**src/dipc_pkg.sv**
```systemverilog
package dipc_pkg;
  // debug enable fuse polarity: a cleared fuse bit means debugging is on
  localparam logic FUSE_ON = 1'b0;
  // clock source selections
  typedef enum logic [1:0] {
    dipc_clk_ext,
    dipc_clk_rc,
    dipc_clk_xtal
  } dipc_clk_t;
  // debug link flavour
  typedef enum logic {
    dipc_dbg_normal,
    dipc_dbg_fast
  } dipc_dbg_mode_t;
  // escaped breakpoint opcode bytes
  localparam logic [7:0] BRK_ESC = 8'h00A5;
  localparam logic [7:0] BRK_OP = 8'h0000;
  localparam logic [1:0] BRK_CYCLES = 2'h2;
  // command preamble bytes
  localparam logic [7:0] PRE_B0 = 8'h00AA;
  localparam logic [7:0] PRE_B1 = 8'h0055;
  localparam logic [2:0] BYTE_LAST_BIT = 3'h7;
  // serial clock ceiling, and the fewest system cycles per half period
  localparam int SCK_MAX_KHZ = 5000;
  localparam int REF_KHZ = 25000;
  localparam int SCK_HALF_CYC = (REF_KHZ + 2 * SCK_MAX_KHZ - 1) /
                                (2 * SCK_MAX_KHZ);
endpackage : dipc_pkg

```
**src/dipc_if.sv**
```systemverilog
`timescale 1ns/1ps
`default_nettype none
interface dipc_spi_if;
  logic sck_rise;
  logic sck_fall;
  logic mosi;
  logic ss_n;
  logic active;
  logic [7:0] rx_byte;
  logic rx_valid;
  logic [7:0] tx_byte;
  logic miso;
  logic frame_end;
  modport ctl (output sck_rise, sck_fall, mosi, ss_n, active, tx_byte,
               input rx_byte, rx_valid, miso, frame_end);
  modport shf (input sck_rise, sck_fall, mosi, ss_n, active, tx_byte,
               output rx_byte, rx_valid, miso, frame_end);
endinterface : dipc_spi_if
`default_nettype wire

```
**src/dipc_top.sv**
```systemverilog
`timescale 1ns/1ps
`default_nettype none
// What this block does
// - debug fuse cleared turns the reset pin into the debug clock input
// - debug with external clock puts debug data on the oscillator output
// - debug with internal RC puts debug data on the oscillator input
// - interface-select fuse picks normal or fast two-wire debug link
// - crystal selection falls back to external clock while debugging
// - debug removes port use and, outside power-up, external reset use of the shared line
// - debug pins lose external interrupts and clock output as applicable
// - breakpoint opcode runs as two-cycle no-op with debug off
// - breakpoint is escaped opcode A5 then 00, two cycles
// - watchdog-caused break leaves the watchdog state untouched
// - programmer is SPI master, device is only SPI slave
// - programming mode entered and held only while reset is low
// - programming link is SPI mode 0, clock at most 5 MHz
// - programming logic acts on serial clock edges sampled by the system clock
// - disabled reset still resets at power-up; entry needs pin low by then
// - disabled reset case stays programming until the pin goes high
// - disabled reset case refuses a second session until power cycles
// - programming fuse on allows entry any reset, off only at power-on
// - slave select frames commands; rising edge completes the command
// - every command starts with preamble AA then 55
module dipc_top
  import dipc_pkg::*;
(
  // clock and reset
  input wire logic ref_clk,
  input wire logic rstn,
  // fuses and strap-like configuration
  input wire logic fuse_debug_en_n,
  input wire logic fuse_dbg_fast,
  input wire logic fuse_prog_en,
  input wire logic fuse_rst_disable,
  input wire logic [1:0] fuse_clk_sel,
  // power-on reset from the supply monitor, high while active
  input wire logic por_active,
  // shared reset/port pin
  input wire logic shared_reset_port_line,
  // core side
  input wire logic [7:0] fetch_byte,
  input wire logic fetch_valid,
  input wire logic wdt_overflow,
  output logic break_req,
  output logic brk_nop,
  output logic wdt_hold,
  output logic core_reset_n,
  output logic port_in_enable,
  // debug pin routing
  output logic debug_clock_in,
  output logic dbg_data_on_osc_out,
  output logic dbg_data_on_osc_in,
  output logic dbg_mode_fast,
  output logic [1:0] eff_clk_sel,
  output logic ext_irq_zero_en,
  output logic ext_irq_one_en,
  output logic clock_output_pin_en,
  // SPI programming pins
  input wire logic sck,
  input wire logic mosi,
  input wire logic ss_n,
  output logic miso_o,
  output logic miso_oe,
  // programming status toward the flash engine
  output logic prog_mode,
  output logic [7:0] cmd_byte,
  output logic cmd_byte_valid,
  output logic cmd_done,
  output logic cmd_reject,
  input wire logic [7:0] prog_tx_byte
);
  typedef enum logic [1:0] {
    dipc_ps_hunt0,
    dipc_ps_hunt1,
    dipc_ps_body,
    dipc_ps_bad
  } dipc_pstate_t;

  dipc_spi_if sbus ();

  // two-flop synchronisers for everything off-domain
  logic [1:0] rst_s;
  logic [1:0] sck_s;
  logic [1:0] mosi_s;
  logic [1:0] ss_s;
  logic sck_d;
  logic rst_pin;
  logic sck_q;

  always_ff @(posedge ref_clk or negedge rstn) begin
    if (!rstn) begin
      rst_s <= 2'h3;
      sck_s <= 2'h0;
      mosi_s <= 2'h0;
      ss_s <= 2'h3;
      sck_d <= 1'b0;
    end else begin
      rst_s <= {rst_s[0], shared_reset_port_line};
      sck_s <= {sck_s[0], sck};
      mosi_s <= {mosi_s[0], mosi};
      ss_s <= {ss_s[0], ss_n};
      sck_d <= sck_s[1];
    end
  end
  assign rst_pin = rst_s[1];
  assign sck_q = sck_s[1];

  // ---------------- debug configuration ----------------
  logic dbg_on;
  logic [1:0] next_eff_clk;
  assign dbg_on = (fuse_debug_en_n == FUSE_ON);

  function automatic logic [1:0] clk_fallback(input logic [1:0] sel,
                                              input logic dbg);
    if (dbg && sel == 2'(dipc_clk_xtal)) return 2'(dipc_clk_ext);
    return sel;
  endfunction : clk_fallback

  assign next_eff_clk = clk_fallback(fuse_clk_sel, dbg_on);

  // one decode of "debug data sits on this oscillator pin", shared by
  // the data routing and by the oscillator-output pin functions that debug takes away
  function automatic logic dbg_on_src(input logic dbg,
                                      input logic [1:0] sel,
                                      input dipc_clk_t src);
    return dbg && sel == 2'(src);
  endfunction : dbg_on_src

  logic dbg_ext;
  logic dbg_rc;
  assign dbg_ext = dbg_on_src(dbg_on, next_eff_clk, dipc_clk_ext);
  assign dbg_rc = dbg_on_src(dbg_on, next_eff_clk, dipc_clk_rc);

  // ---------------- breakpoint decode ----------------
  logic esc_seen;
  logic next_esc_seen;
  logic next_break_req;
  logic next_brk_nop;
  logic next_wdt_hold;
  logic brk_hit;
  assign brk_hit = esc_seen && fetch_valid && fetch_byte == BRK_OP;

  always_comb begin
    next_esc_seen = esc_seen;
    // a second escape byte cancels the pending escape, never re-arms it
    if (fetch_valid) next_esc_seen = (fetch_byte == BRK_ESC) && !esc_seen;
    next_break_req = dbg_on && (brk_hit || wdt_overflow);
    // escape byte was the first cycle, this second byte the second
    next_brk_nop = !dbg_on && brk_hit;
    // watchdog break freezes the watchdog instead of resetting it
    next_wdt_hold = wdt_hold;
    if (dbg_on && wdt_overflow) next_wdt_hold = 1'b1;
    if (!dbg_on) next_wdt_hold = 1'b0;
  end

  // ---------------- programming entry ----------------
  // session_used is cleared only by rstn, which stands in for a power
  // cycle; a pin reset alone must not re-arm entry
  logic session_used;
  logic next_prog_mode;
  logic next_session_used;
  logic entry_ok;
  logic reset_low;
  logic pin_is_reset;
  // the pin always acts as reset during power-up, even when disabled
  // as reset by fuse or taken over as the debug clock
  assign pin_is_reset = (!dbg_on && !fuse_rst_disable) || por_active;
  assign reset_low = !rst_pin && pin_is_reset;
  // enable fuse on: any reset; off: only the power-on window
  assign entry_ok = reset_low && !prog_mode &&
                    (fuse_prog_en || por_active) &&
                    !(fuse_rst_disable && session_used);

  always_comb begin
    next_prog_mode = prog_mode;
    next_session_used = session_used;
    if (entry_ok) next_prog_mode = 1'b1;
    if (prog_mode && rst_pin) begin
      // leaving on the pin rising, also after POR when reset is disabled
      next_prog_mode = 1'b0;
      next_session_used = 1'b1;
    end
  end

  // ---------------- command framing ----------------
  dipc_pstate_t pstate;
  dipc_pstate_t next_pstate;
  logic next_cmd_valid;
  logic next_cmd_reject;
  logic [7:0] next_cmd_byte;

  always_comb begin
    next_pstate = pstate;
    next_cmd_valid = 1'b0;
    next_cmd_reject = 1'b0;
    next_cmd_byte = cmd_byte;
    if (!prog_mode) begin
      next_pstate = dipc_ps_hunt0;
    end else if (sbus.frame_end) begin
      next_pstate = dipc_ps_hunt0;
    end else if (sbus.rx_valid) begin
      unique case (pstate)
        dipc_ps_hunt0: begin
          next_pstate = (sbus.rx_byte == PRE_B0) ? dipc_ps_hunt1 : dipc_ps_bad;
        end
        dipc_ps_hunt1: begin
          next_pstate = (sbus.rx_byte == PRE_B1) ? dipc_ps_body : dipc_ps_bad;
        end
        dipc_ps_body: begin
          next_cmd_byte = sbus.rx_byte;
          next_cmd_valid = 1'b1;
        end
        // a broken preamble poisons the rest of the frame until ss rises
        dipc_ps_bad: begin
          next_pstate = dipc_ps_bad;
        end
      endcase
      next_cmd_reject = (pstate == dipc_ps_hunt0 && sbus.rx_byte != PRE_B0) ||
                        (pstate == dipc_ps_hunt1 && sbus.rx_byte != PRE_B1);
    end
  end

  // SPI edges come from the serial clock only; the system clock
  // merely samples it, so sck must stay below REF/(2*SCK_HALF_CYC)
  assign sbus.sck_rise = sck_q && !sck_d;
  assign sbus.sck_fall = !sck_q && sck_d;
  assign sbus.mosi = mosi_s[1];
  assign sbus.ss_n = ss_s[1];
  assign sbus.active = prog_mode;
  assign sbus.tx_byte = prog_tx_byte;

  dipc_spi_shift u_shift (
    .ref_clk(ref_clk),
    .rstn(rstn),
    .bus(sbus)
  );

  // ---------------- registers ----------------
  always_ff @(posedge ref_clk or negedge rstn) begin
    if (!rstn) begin
      esc_seen <= 1'b0;
      break_req <= 1'b0;
      brk_nop <= 1'b0;
      wdt_hold <= 1'b0;
      prog_mode <= 1'b0;
      session_used <= 1'b0;
      pstate <= dipc_ps_hunt0;
      cmd_byte <= 8'h0000;
      cmd_byte_valid <= 1'b0;
      cmd_done <= 1'b0;
      cmd_reject <= 1'b0;
      core_reset_n <= 1'b0;
      port_in_enable <= 1'b0;
      debug_clock_in <= 1'b0;
      dbg_data_on_osc_out <= 1'b0;
      dbg_data_on_osc_in <= 1'b0;
      dbg_mode_fast <= 1'b0;
      eff_clk_sel <= 2'h0;
      ext_irq_zero_en <= 1'b0;
      ext_irq_one_en <= 1'b0;
      clock_output_pin_en <= 1'b0;
      miso_o <= 1'b0;
      miso_oe <= 1'b0;
    end else begin
      esc_seen <= next_esc_seen;
      break_req <= next_break_req;
      brk_nop <= next_brk_nop;
      wdt_hold <= next_wdt_hold;
      prog_mode <= next_prog_mode;
      session_used <= next_session_used;
      pstate <= next_pstate;
      cmd_byte <= next_cmd_byte;
      cmd_byte_valid <= next_cmd_valid;
      cmd_done <= sbus.frame_end && prog_mode;
      cmd_reject <= next_cmd_reject;
      // the core stays in reset for the whole programming session
      core_reset_n <= !(reset_low || next_prog_mode);
      // port use only when reset function is disabled and debug off
      port_in_enable <= fuse_rst_disable && !dbg_on && !por_active;
      debug_clock_in <= dbg_on && rst_pin;
      dbg_data_on_osc_out <= dbg_ext;
      dbg_data_on_osc_in <= dbg_rc;
      dbg_mode_fast <= dbg_on && fuse_dbg_fast;
      eff_clk_sel <= next_eff_clk;
      ext_irq_zero_en <= !dbg_on;
      ext_irq_one_en <= !dbg_ext;
      clock_output_pin_en <= !dbg_ext;
      // slave only: miso driven solely inside a selected frame
      // this register costs one system cycle of the sck low half
      miso_o <= sbus.miso;
      miso_oe <= prog_mode && !sbus.ss_n;
    end
  end
endmodule : dipc_top
`default_nettype wire

```
**src/dipc_spi_shift.sv**
```systemverilog
`timescale 1ns/1ps
`default_nettype none
module dipc_spi_shift
  import dipc_pkg::*;
(
  input wire logic ref_clk,
  input wire logic rstn,
  dipc_spi_if.shf bus
);
  logic [2:0] bit_cnt;
  logic [7:0] sh_in;
  logic [7:0] sh_out;
  logic ss_prev;
  logic [2:0] next_bit_cnt;
  logic [7:0] next_sh_in;
  logic [7:0] next_sh_out;
  logic [7:0] next_rx_byte;
  logic next_rx_valid;
  logic next_frame_end;

  // mode 0: sample on rising sck, shift out on falling sck
  always_comb begin
    next_bit_cnt = bit_cnt;
    next_sh_in = sh_in;
    next_sh_out = sh_out;
    next_rx_byte = bus.rx_byte;
    next_rx_valid = 1'b0;
    next_frame_end = 1'b0;
    if (!bus.active || bus.ss_n) begin
      next_bit_cnt = 3'h0;
      next_sh_out = bus.tx_byte;
      next_frame_end = bus.active && bus.ss_n && !ss_prev;
    end else if (bus.sck_rise) begin
      next_sh_in = {sh_in[6:0], bus.mosi};
      next_bit_cnt = bit_cnt + 3'h1;
      if (bit_cnt == BYTE_LAST_BIT) begin
        next_rx_byte = {sh_in[6:0], bus.mosi};
        next_rx_valid = 1'b1;
      end
    end else if (bus.sck_fall) begin
      if (bit_cnt == 3'h0) next_sh_out = bus.tx_byte;
      else next_sh_out = {sh_out[6:0], 1'b0};
    end
  end

  always_ff @(posedge ref_clk or negedge rstn) begin
    if (!rstn) begin
      bit_cnt <= 3'h0;
      sh_in <= 8'h0000;
      sh_out <= 8'h0000;
      ss_prev <= 1'b1;
      bus.rx_byte <= 8'h0000;
      bus.rx_valid <= 1'b0;
      bus.frame_end <= 1'b0;
    end else begin
      bit_cnt <= next_bit_cnt;
      sh_in <= next_sh_in;
      sh_out <= next_sh_out;
      ss_prev <= bus.ss_n;
      bus.rx_byte <= next_rx_byte;
      bus.rx_valid <= next_rx_valid;
      bus.frame_end <= next_frame_end;
    end
  end

  assign bus.miso = sh_out[7];
endmodule : dipc_spi_shift
`default_nettype wire

```
**config.mk**
```make
export PLATFORM = sky130hd
export DESIGN_NAME = dipc_top
export DESIGN_NICKNAME = d
export VERILOG_FILES = /design/src/dipc_pkg.sv /design/src/dipc_if.sv /design/src/dipc_top.sv /design/src/dipc_spi_shift.sv
export SDC_FILE = /design/constraint.sdc
export NUM_CORES = 1
export LEC_CHECK = 0
export ABC_AREA = 1
export BUFFER_PORTS_ARGS = -buffer_cell sky130_fd_sc_hd__buf_2
export CORE_MARGIN = 2
export CORE_UTILIZATION = 53
export DETAILED_ROUTE_END_ITERATION = 6
export PLACE_DENSITY = 0.86
export SLEW_MARGIN = 20
export SYNTH_ARGS = -nofsm -noshare
export SYNTH_HDL_FRONTEND = slang
export SYNTH_SLANG_ARGS = --single-unit
```
**constraint.sdc**
```tcl
create_clock -name ref_clk -period 1.6 [get_ports ref_clk]
set_clock_uncertainty 0.15 [all_clocks]
set_input_delay 0.08 -clock ref_clk [delete_from_list [all_inputs] [get_ports ref_clk]]
set_output_delay 0.08 -clock ref_clk [all_outputs]
set_load 0.005 [all_outputs]
```
==> results of run 1 <==
-- path summary, 6_finish.rpt --
check	from	end	slack, ns	cells after the start
max	fetch_byte[2]	break_req$_DFF_PN0_	-0.06	8
min	fetch_byte[5]	esc_seen$_DFFE_PN0P_	-0.02	5
max reg2reg	esc_seen$_DFFE_PN0P_	break_req$_DFF_PN0_	-0.03	7
min reg2reg	mosi_s[0]$_DFF_PN0_	mosi_s[1]$_DFF_PN0_	0.20	0
max in group asynchronous	rstn	ss_s[1]$_DFF_PN1_	0.59	3
min in group asynchronous	rstn	clock_output_pin_en$_DFF_PN0_	0.11	2
-- registers in the layout, summed over array words and instances (netlist names), 3 cells and up --
| name | flops |
|---|---|
| u_shift.sh_in | 7 |
| u_shift.bit_cnt | 3 |
| cmd_byte | 8 |
| u_shift.sh_out | 8 |
| u_shift.bus.rx_byte | 8 |
-- synthesized netlist by cell type, drive strengths merged --
library cell / count
a21oi: 14
nand3: 22
ha: 3
clkbuf: 1
inv: 26
nor3: 3
o21bai: 1
a31oi: 7
dfrtp: 64
buf: 6
nor3b: 1
nor2: 44
dfstp: 5
o21ai: 15
nand2: 59
-- kinds of logic (layout without fill, tap and decap cells) --
kind of cell               after synthesis  count (layout)  share of synthesized area
adders and majority gates                3               3                     0.0139
other                                    0               1                          0
buffers and inverters                   33             140                     0.0559
DFF                                     69              69                      0.640
and+or+nand+nor                        129             129                      0.218
AOI/OAI and AO/OA                       37              37                     0.0726
-- worst min-delay path, delay by kind of cell --
kind,cells,cell delay (ns)
and+or+nand+nor,3,0.19
buffers and inverters,1,0.11
AOI/OAI and AO/OA,1,0.06
-- stage by stage --
step | worst slack, ns | utilization | setup TNS (ns)
6_report | -0.0643 | 0.735 | -0.160
5_1_grt | -0.147 | 0.735 | -0.311
4_1_cts | 0.0141 | 0.723 | 0
3_5_place_dp | 0.0359 | 0.619 | 0
3_3_place_gp | 0.0840 | 0.619 | 0
2_1_floorplan | 0.203 | - | 0
-- power groups by stage --
stage          clock network, W  registers [W]  logic [W]
2_1_floorplan                 0        0.00194   0.000123
3_3_place_gp                  0        0.00194   0.000252
4_1_cts                 0.00132        0.00191   0.000325
3_5_place_dp                  0        0.00194   0.000264
5_1_grt                 0.00141        0.00192   0.000390
6_report                0.00129        0.00191   0.000351
-- timing repair --
item | in CTS | in global routing
gates resized for setup | 0 | 13
hold endpoints to repair | 90 | 1
hold buffers | 34 | 1
buffers inserted | 0 | 2
endpoints found under the setup margin | 0 | 20
-- routing by layer --
layer	track usage	vias to the layer above	wire, um
li1	-	1069	-
met1	0.252	1038	2440
met2	0.400	55	3100
met3	0.0847	29	200
met4	0.142	0	252
met5	0	-	0
-- cell type report --
type	count	area (um2)
tap	70	87.6
clock inverter	1	5.00
sequential	69	1730
multi-input combinational	169	860
antenna	1	2.50
fill	348	1330
timing repair buffer	98	718
inverter	26	97.6
clock buffer	15	176
==> metrics.csv, run 1 <==
metric;value;unit
start_kind;input port;
clock-sinks;69;
fin_crit_sh;1.04;
ys_types;22;
cts.root.buffer_cell;clkbuf_8;
clock.fmax;0.601;GHz
hp-class;input port to flip-flop;
ant_nets;0;
mostFrequentLayoutCells;64 x dfrtp_1, 56 x buf_2, 55 x nand2_1, 36 x nor2_1, 32 x dlygate4sd3_1;
slowest_stage;dlygate4sd3_1;
finalMaxSlewViolations;0;
p_per_area;967;mW/mm2
crit_family;buffers and inverters;
hpwl;3.55;mm
final-hold-violation-count;1;
wl_per_cell;13.3;um
routed_via_density;4.88;
postSynthAreaPerCell;9.99;um2
worst_pin_slew;0.553;ns
rsz0062_at_grt;yes;
p_sw;0.000847;W
portBuffers;58;
drt_iter0_markers;101;
drc;0;
slowest_delay;0.55;ns
critPathMaxFanout;2;
worst_slack;-0.0643;ns
numCtsBuffers;9;
grt_max_degree;26;
clock_latency;0.34;ns
place.gp.congestion;0.788;
yosys_warnings;0;
p_total;0.00356;W
dp.cells;398;
yosysSeqAreaShare;0.640;
cts_tree;yes;
required;1.72;ns
core;0.00501;mm2
violations;negative hold slack, negative setup slack;
chipHeight;75.5;um
leakage;1.94;nW
relSlewSlack;0.631;
place_area;0.00310;mm2
layout.cells.non_filler;449;
final_area;0.00368;mm2
vias;2191;
syn-num-nets;305;
synth_area_leaders;dfrtp_1 59%, nand2_1 7.9%, nor2_1 5.4%;
fin_hold_ws;-0.0232;ns
critPathBufInv;3;
post-route-min-period;1.66;ns
area_delta_synth_final;35.9;%
setup_viol;4;
antenna_found_initial;1;
seq_power_share;0.538;
mostFrequentLayoutCell;dfrtp_1;
row_count;26;
maxCapViolCount;0;
crit_arrival;1.78;ns
yosysTopAreaCell;dfrtp_1;
syn_inst;271;
netlist.area_leader.share;0.591;
clockBufferDepth;2;
grt_pass1_wl;9.65;mm
criticalPathCategory;input port to flip-flop;
fp.dieW;75.5;um
grt_pass1_vias;2229;
cp-end-kind;flip-flop;
wl;5.99;mm
firstDrtPassIters;5;
nets;407;
p_sw_frac;0.238;
status;complete, but fails checks;
drive_gt1_frac;0.267;
internal_power;0.00271;W
fp.dieArea;0.00570;mm2
start_util;0.540;
track_usage;0.236;
ys_ff_latch;69;
grt-ovfl-total;0;
clkPwrFrac;0.363;
htree_num_levels;3;
pwr-share-comb;0.099;
ios;59;
ir_drop;0.744;mV
crit_path_cell_trace;dlygate4sd3_1 -> buf_2 -> nor2_4 -> nand3_2 -> nor2_2 -> nor2_1 -> dlygate4sd3_1 -> nor2_1;
clkSlewWorstSetupHoldPaths;0.07;ns
netlist_area;0.00271;mm2
Note: power is estimated with default switching activity, not from simulation.
==> run 2, diff against run 1 <==
--- a/config.mk
+++ b/config.mk
@@ -15,3 +15,4 @@
 export SYNTH_ARGS = -nofsm -noshare
 export SYNTH_HDL_FRONTEND = slang
 export SYNTH_SLANG_ARGS = --single-unit
+export TNS_END_PERCENT = 5
==> run 2 against run 1 <==
Net effect:
- via count increased by 0.37%
- die area unchanged
- clock-buffer cell count is the same
- critical endpoint is now brk_nop$_DFF_PN0_
- setup slack got worse by 0.068 ns
- the run ends with negative setup slack left
- hold slack better by 0.14 ns
- non-clock buffer count unchanged
- routed wire length increased by 2.8%
==> metrics.csv, run 2 (synthesis results as in run 1) <==
metric;value;unit;change
required;1.70;ns;was 1.72 ns
status;complete, but fails checks;;unchanged
rsz0062_at_grt;yes;;unchanged
portBuffers;58;;unchanged
crit_family;buffers and inverters;;unchanged
track_usage;0.236;;unchanged
firstDrtPassIters;4;;was 5
cts_tree;yes;;unchanged
rr_worst_depth;5;;was 7
chipHeight;75.5;um;unchanged
violations;negative setup slack;;was negative hold slack, negative setup slack
hp-class;input port to async pin;;was input port to flip-flop
crit_arrival;1.83;ns;was 1.78 ns
fp.dieArea;0.00570;mm2;unchanged
layout.cells.non_filler;449;;unchanged
start_util;0.540;;unchanged
slowest_delay;0.62;ns;was 0.55 ns
ant_nets;0;;unchanged
cts.root.buffer_cell;clkbuf_8;;unchanged
maxCapViolCount;0;;unchanged
worst_slack;-0.132;ns;was -0.0643 ns
wl;6.16;mm;was 5.99 mm
drc;0;;unchanged
grt_max_degree;26;;unchanged
r2r-start;esc_seen$_DFFE_PN0P_;;unchanged
r2r_slack;-0.07;ns;was -0.03 ns
clock.fmax;0.577;GHz;was 0.601 GHz
grt_pass1_vias;2229;;unchanged
start_kind;input port;;unchanged
post_cts_buffers;0;;unchanged
fin_crit_sh;1.08;;was 1.04
multi_input_area;855;um2;was 860 um2
setup_viol;6;;was 4
drt_iter0_markers;89;;was 101
leakage;1.93;nW;was 1.94 nW
finalSetupTns;-0.318;ns;was -0.160 ns
area_delta_synth_final;35.3;%;was 35.9%
p_per_area;971;mW/mm2;was 967 mW/mm2
cp-end-kind;flip-flop;;unchanged
fp.dieW;75.5;um;unchanged
path_common_cell;dlygate4sd3_1;;
clock_latency;0.34;ns;about the same
wl_per_cell;13.7;um;was 13.3 um
numCtsBuffers;9;;unchanged
htree_num_levels;3;;unchanged
hpwl;3.55;mm;unchanged
drive_gt1_frac;0.259;;was 0.267
relSlewSlack;0.631;;about the same
crit_path_cell_trace;dlygate4sd3_1 -> buf_2 -> nor2_1 -> nand2_1 -> dlygate4sd3_1 -> nor3_2;;was dlygate4sd3_1 -> buf_2 -> nor2_4 -> nand3_2 -> nor2_2 -> nor2_1 -> dlygate4sd3_1 -> nor2_1
grt_pass1_wl;9.65;mm;unchanged
ios;59;;unchanged
critPathBufInv;3;;unchanged
routed_via_density;4.90;;was 4.88
vias;2199;;was 2191
finalMaxSlewViolations;0;;unchanged
antenna_found_initial;1;;unchanged
clockBufferDepth;2;;unchanged
slowest_stage;dlygate4sd3_1;;unchanged
nets;407;;unchanged
row_count;26;;unchanged
reg_top3;cmd_byte (8), u_shift.bus.rx_byte (8), u_shift.sh_out (8);;unchanged
fin_hold_ws;0.115;ns;was -0.0232 ns
grt-ovfl-total;0;;unchanged
ir_drop;0.743;mV;was 0.744 mV
clkSlewWorstSetupHoldPaths;0.07;ns;about the same
fillers;347;;was 348
post-route-util;0.731;;was 0.735
place.gp.congestion;0.788;;unchanged
mostFrequentLayoutCells;63 x dfrtp_1, 57 x buf_2, 56 x nand2_1, 37 x nor2_1, 34 x dlygate4sd3_1;;was 64 x dfrtp_1, 56 x buf_2, 55 x nand2_1, 36 x nor2_1, 32 x dlygate4sd3_1
r2r-end;brk_nop$_DFF_PN0_;;was break_req$_DFF_PN0_
core;0.00501;mm2;unchanged
post-route-min-period;1.73;ns;was 1.66 ns
critPathMaxFanout;2;;unchanged
final-hold-violation-count;0;;was 1
seq_area;0.00173;mm2;about the same
worst_pin_slew;0.554;ns;was 0.553 ns
dp_slack;0.0359;ns;unchanged
criticalPathCategory;input port to flip-flop;;unchanged
clock-sinks;69;;unchanged
dp.cells;398;;unchanged
mostFrequentLayoutCell;dfrtp_1;;unchanged
-- run 2: repair_timing --
action                                  4_1_cts  5_1_grt
hold buffers                                 34        1
endpoints found under the setup margin        0       20
hold endpoints to repair                     90        1
resized for setup                             0       11
-- run 2: stage by stage --
stage / power, W / area [um2]
3_5_place_dp: 0.00221 / 3100
3_3_place_gp: 0.00219 / 3100
6_report: 0.00356 / 3660
4_1_cts: 0.00355 / 3620
5_1_grt: 0.00372 / 3660
2_1_floorplan: 0.00206 / 2710
-- run 2: report_power, final --
part / total, W / internal (W) / switching [W]
combinational: 0.000345 / 0.000162 / 0.000183
clock: 0.00130 / 0.000690 / 0.000605
sequential: 0.00192 / 0.00185 / 0.0000630
total: 0.00356 / 0.00271 / 0.000851
-- run 2: layout make-up --
type	count	area share
sequential	69	0.473
multi-input combinational	169	0.233
timing repair buffer	98	0.192
clock buffer	15	0.0482
inverter	26	0.0273
tap	70	0.0239
clock inverter	1	0.00137
antenna	1	0.000683
-- run 2: routing by layer --
layer | GRT usage | vias up | wire length (um)
met4 | 0.142 | 0 | 254
met1 | 0.252 | 1026 | 2380
met5 | 0 | - | 0
met2 | 0.400 | 76 | 3280
met3 | 0.0847 | 28 | 250
li1 | - | 1069 | -
-- run 2: how the worst max path moves through the flow --
stage	startpoint	endpoint	depth (start not counted)
final	fetch_byte[7]	brk_nop$_DFF_PN0_	6
after global routing	fetch_byte[7]	brk_nop$_DFF_PN0_	6
after CTS	prog_mode$_DFF_PN0_	u_shift.sh_out[2]$_DFFE_PN0P_	5
after detailed placement	prog_mode$_DFF_PN0_	u_shift.sh_out[2]$_DFFE_PN0P_	5
after global placement	prog_mode$_DFF_PN0_	u_shift.sh_out[7]$_DFFE_PN0P_	5
after floorplan	u_shift.bit_cnt[0]$_DFFE_PN0P_	u_shift.bus.rx_byte[6]$_DFFE_PN0P_	7
-- run 2: worst register-to-register path, stage by stage, from the launching register on --
cell,delay (ns)
dfrtp_1,0.35
nand2_1,0.06
inv_1,0.12
nand3_2,0.10
dlygate4sd3_1,0.62
nor3_2,0.18
==> run 3, diff against run 2 <==
--- a/config.mk
+++ b/config.mk
@@ -7,10 +7,12 @@
 export LEC_CHECK = 0
 export ABC_AREA = 1
 export BUFFER_PORTS_ARGS = -buffer_cell sky130_fd_sc_hd__buf_2
+export CAP_MARGIN = 20
 export CORE_MARGIN = 2
 export CORE_UTILIZATION = 53
 export DETAILED_ROUTE_END_ITERATION = 6
 export PLACE_DENSITY = 0.86
+export SKIP_LAST_GASP = 1
 export SLEW_MARGIN = 20
 export SYNTH_ARGS = -nofsm -noshare
 export SYNTH_HDL_FRONTEND = slang
==> run 3 against run 2 <==
Net effect:
- the run still ends with negative setup slack left
- final area shrank 0.55%
- sequential share of layout area rose by 0.23 points
- routed wire length shrank 2.4%
- sequential power about the same
- combinational power fell by 2%
==> metrics.csv, run 3 (synthesis results as in run 1) <==
metric;value;unit;change
rr_worst_depth;5;;unchanged
ios;59;;unchanged
routed_via_density;4.89;;was 4.90
cp-end-kind;flip-flop;;unchanged
p_per_area;972;mW/mm2;was 971 mW/mm2
post-route-min-period;1.76;ns;was 1.73 ns
final_area;0.00364;mm2;was 0.00366 mm2
required;1.68;ns;was 1.70 ns
fillers;353;;was 347
clock_latency;0.33;ns;was 0.34 ns
fp.dieW;75.5;um;unchanged
hpwl;3.55;mm;unchanged
core;0.00501;mm2;unchanged
place_area;0.00310;mm2;unchanged
dp_slack;0.0359;ns;unchanged
r2r_slack;-0.02;ns;was -0.07 ns
hp-class;input port to async pin;;unchanged
relSlewSlack;0.631;;about the same
dp.cells;398;;unchanged
reg_top3;cmd_byte (8), u_shift.bus.rx_byte (8), u_shift.sh_out (8);;unchanged
violations;negative setup slack;;unchanged
drive_gt1_frac;0.249;;was 0.259
mostFrequentLayoutCell;dfrtp_1;;unchanged
seq_area;0.00173;mm2;about the same
ant_nets;0;;unchanged
r2r-end;brk_nop$_DFF_PN0_;;unchanged
status;complete, but fails checks;;unchanged
cts.root.buffer_cell;clkbuf_8;;unchanged
drt_iter0_markers;126;;was 89
r2r-start;esc_seen$_DFFE_PN0P_;;unchanged
start_kind;input port;;unchanged
leakage;1.93;nW;about the same
layout.cells.non_filler;449;;unchanged
chipHeight;75.5;um;unchanged
wl_per_cell;13.4;um;was 13.7 um
p_total;0.00354;W;was 0.00356 W
cts_tree;yes;;unchanged
setup_viol;3;;was 6
crit_arrival;1.84;ns;was 1.83 ns
clkSlewWorstSetupHoldPaths;0.07;ns;about the same
portBuffers;58;;unchanged
place.gp.congestion;0.788;;unchanged
fp.dieArea;0.00570;mm2;unchanged
grt-ovfl-total;0;;unchanged
critPathMaxFanout;2;;unchanged
worst_pin_slew;0.553;ns;was 0.554 ns
numCtsBuffers;9;;unchanged
row_count;26;;unchanged
start_util;0.540;;unchanged
finalMaxSlewViolations;0;;unchanged
clock.fmax;0.568;GHz;was 0.577 GHz
grt_max_degree;26;;unchanged
grt_pass1_vias;2229;;unchanged
area_delta_synth_final;34.6;%;was 35.3%
worst_slack;-0.162;ns;was -0.132 ns
maxCapViolCount;0;;unchanged
wl;6.01;mm;was 6.16 mm
drc;0;;unchanged
grt_pass1_wl;9.65;mm;unchanged
htree_num_levels;3;;unchanged
final-hold-violation-count;0;;unchanged
rsz0062_at_grt;yes;;unchanged
criticalPathCategory;input port to flip-flop;;unchanged
vias;2195;;was 2199
antenna_found_initial;1;;unchanged
clock-sinks;69;;unchanged
fin_crit_sh;1.10;;was 1.08
multi_input_area;841;um2;was 855 um2
clockBufferDepth;2;;unchanged
mostFrequentLayoutCells;64 x dfrtp_1, 58 x buf_2, 56 x nand2_1, 37 x nor2_1, 34 x dlygate4sd3_1;;was 63 x dfrtp_1, 57 x buf_2, 56 x nand2_1, 37 x nor2_1, 34 x dlygate4sd3_1
track_usage;0.236;;unchanged
post_cts_buffers;0;;unchanged
post-route-util;0.727;;was 0.731
ir_drop;0.739;mV;was 0.743 mV
nets;407;;unchanged
startpoint;fetch_byte[6];;was fetch_byte[7]
firstDrtPassIters;4;;unchanged
[run 3: changes by cell type in the layout (fill, tap and decap cells not counted)]
cell / change
inv_4: -1
a21oi_1: +1
inv_2: +1
buf_2: +1
clkbuf_4: -1
nor3_2: -2
nor3_1: +2
a21oi_2: -1
dfrtp_2: -1
dfrtp_1: +1
[run 3: layout make-up]
cell class,instances,area share
antenna,1,0.000687
clock buffer,15,0.0484
clock inverter,1,0.00137
inverter,26,0.0268
multi-input combinational,169,0.231
sequential,69,0.476
tap,70,0.0240
timing repair buffer,98,0.192
[run 3: what timing repair did]
action                                  in CTS  in global routing
hold buffers                                34                  1
endpoints found under the setup margin       0                 20
gates resized for setup                      0                  5
hold endpoints to repair                    90                  1
[run 3: critical path: stages]
cell	delay, ns
dlygate4sd3_1	0.56
buf_2	0.15
nor2_1	0.11
nand2_1	0.11
dlygate4sd3_1	0.58
nor3_1	0.25
[run 3: how the worst max path moves through the flow]
| stage | endpoint | slack [ns] | depth (start not counted) |
|---|---|---|---|
| after floorplan | u_shift.bus.rx_byte[6]$_DFFE_PN0P_ | 0.20 | 7 |
| after global placement | u_shift.sh_out[7]$_DFFE_PN0P_ | 0.08 | 5 |
| after detailed placement | u_shift.sh_out[2]$_DFFE_PN0P_ | 0.04 | 5 |
| after CTS | u_shift.sh_out[2]$_DFFE_PN0P_ | 0.01 | 5 |
| after global routing | brk_nop$_DFF_PN0_ | -0.27 | 6 |
| final | brk_nop$_DFF_PN0_ | -0.16 | 6 |
[run 3: metal layers]
metal | share of wire | GRT usage | vias up
li1 | - | - | 1069
met1 | 0.39 | 0.252 | 1017
met2 | 0.52 | 0.400 | 84
met3 | 0.048 | 0.0847 | 25
met4 | 0.038 | 0.142 | 0
met5 | 0 | 0 | -
[run 3: through the flow]
step           TNS [ns]  hold WS [ns]
2_1_floorplan         0        -0.366
3_3_place_gp          0       -0.0625
3_5_place_dp          0       -0.0523
4_1_cts               0         0.116
5_1_grt           -1.34         0.161
6_report         -0.407         0.117
[run 3: where the power goes]
part | total [W] | internal, W | switching [W] | leakage, nW
registers | 0.00191 | 0.00185 | 0.0000623 | 0.881
logic | 0.000337 | 0.000160 | 0.000178 | 0.951
clock network | 0.00129 | 0.000690 | 0.000600 | 0.0937
total | 0.00354 | 0.00270 | 0.000840 | 1.93
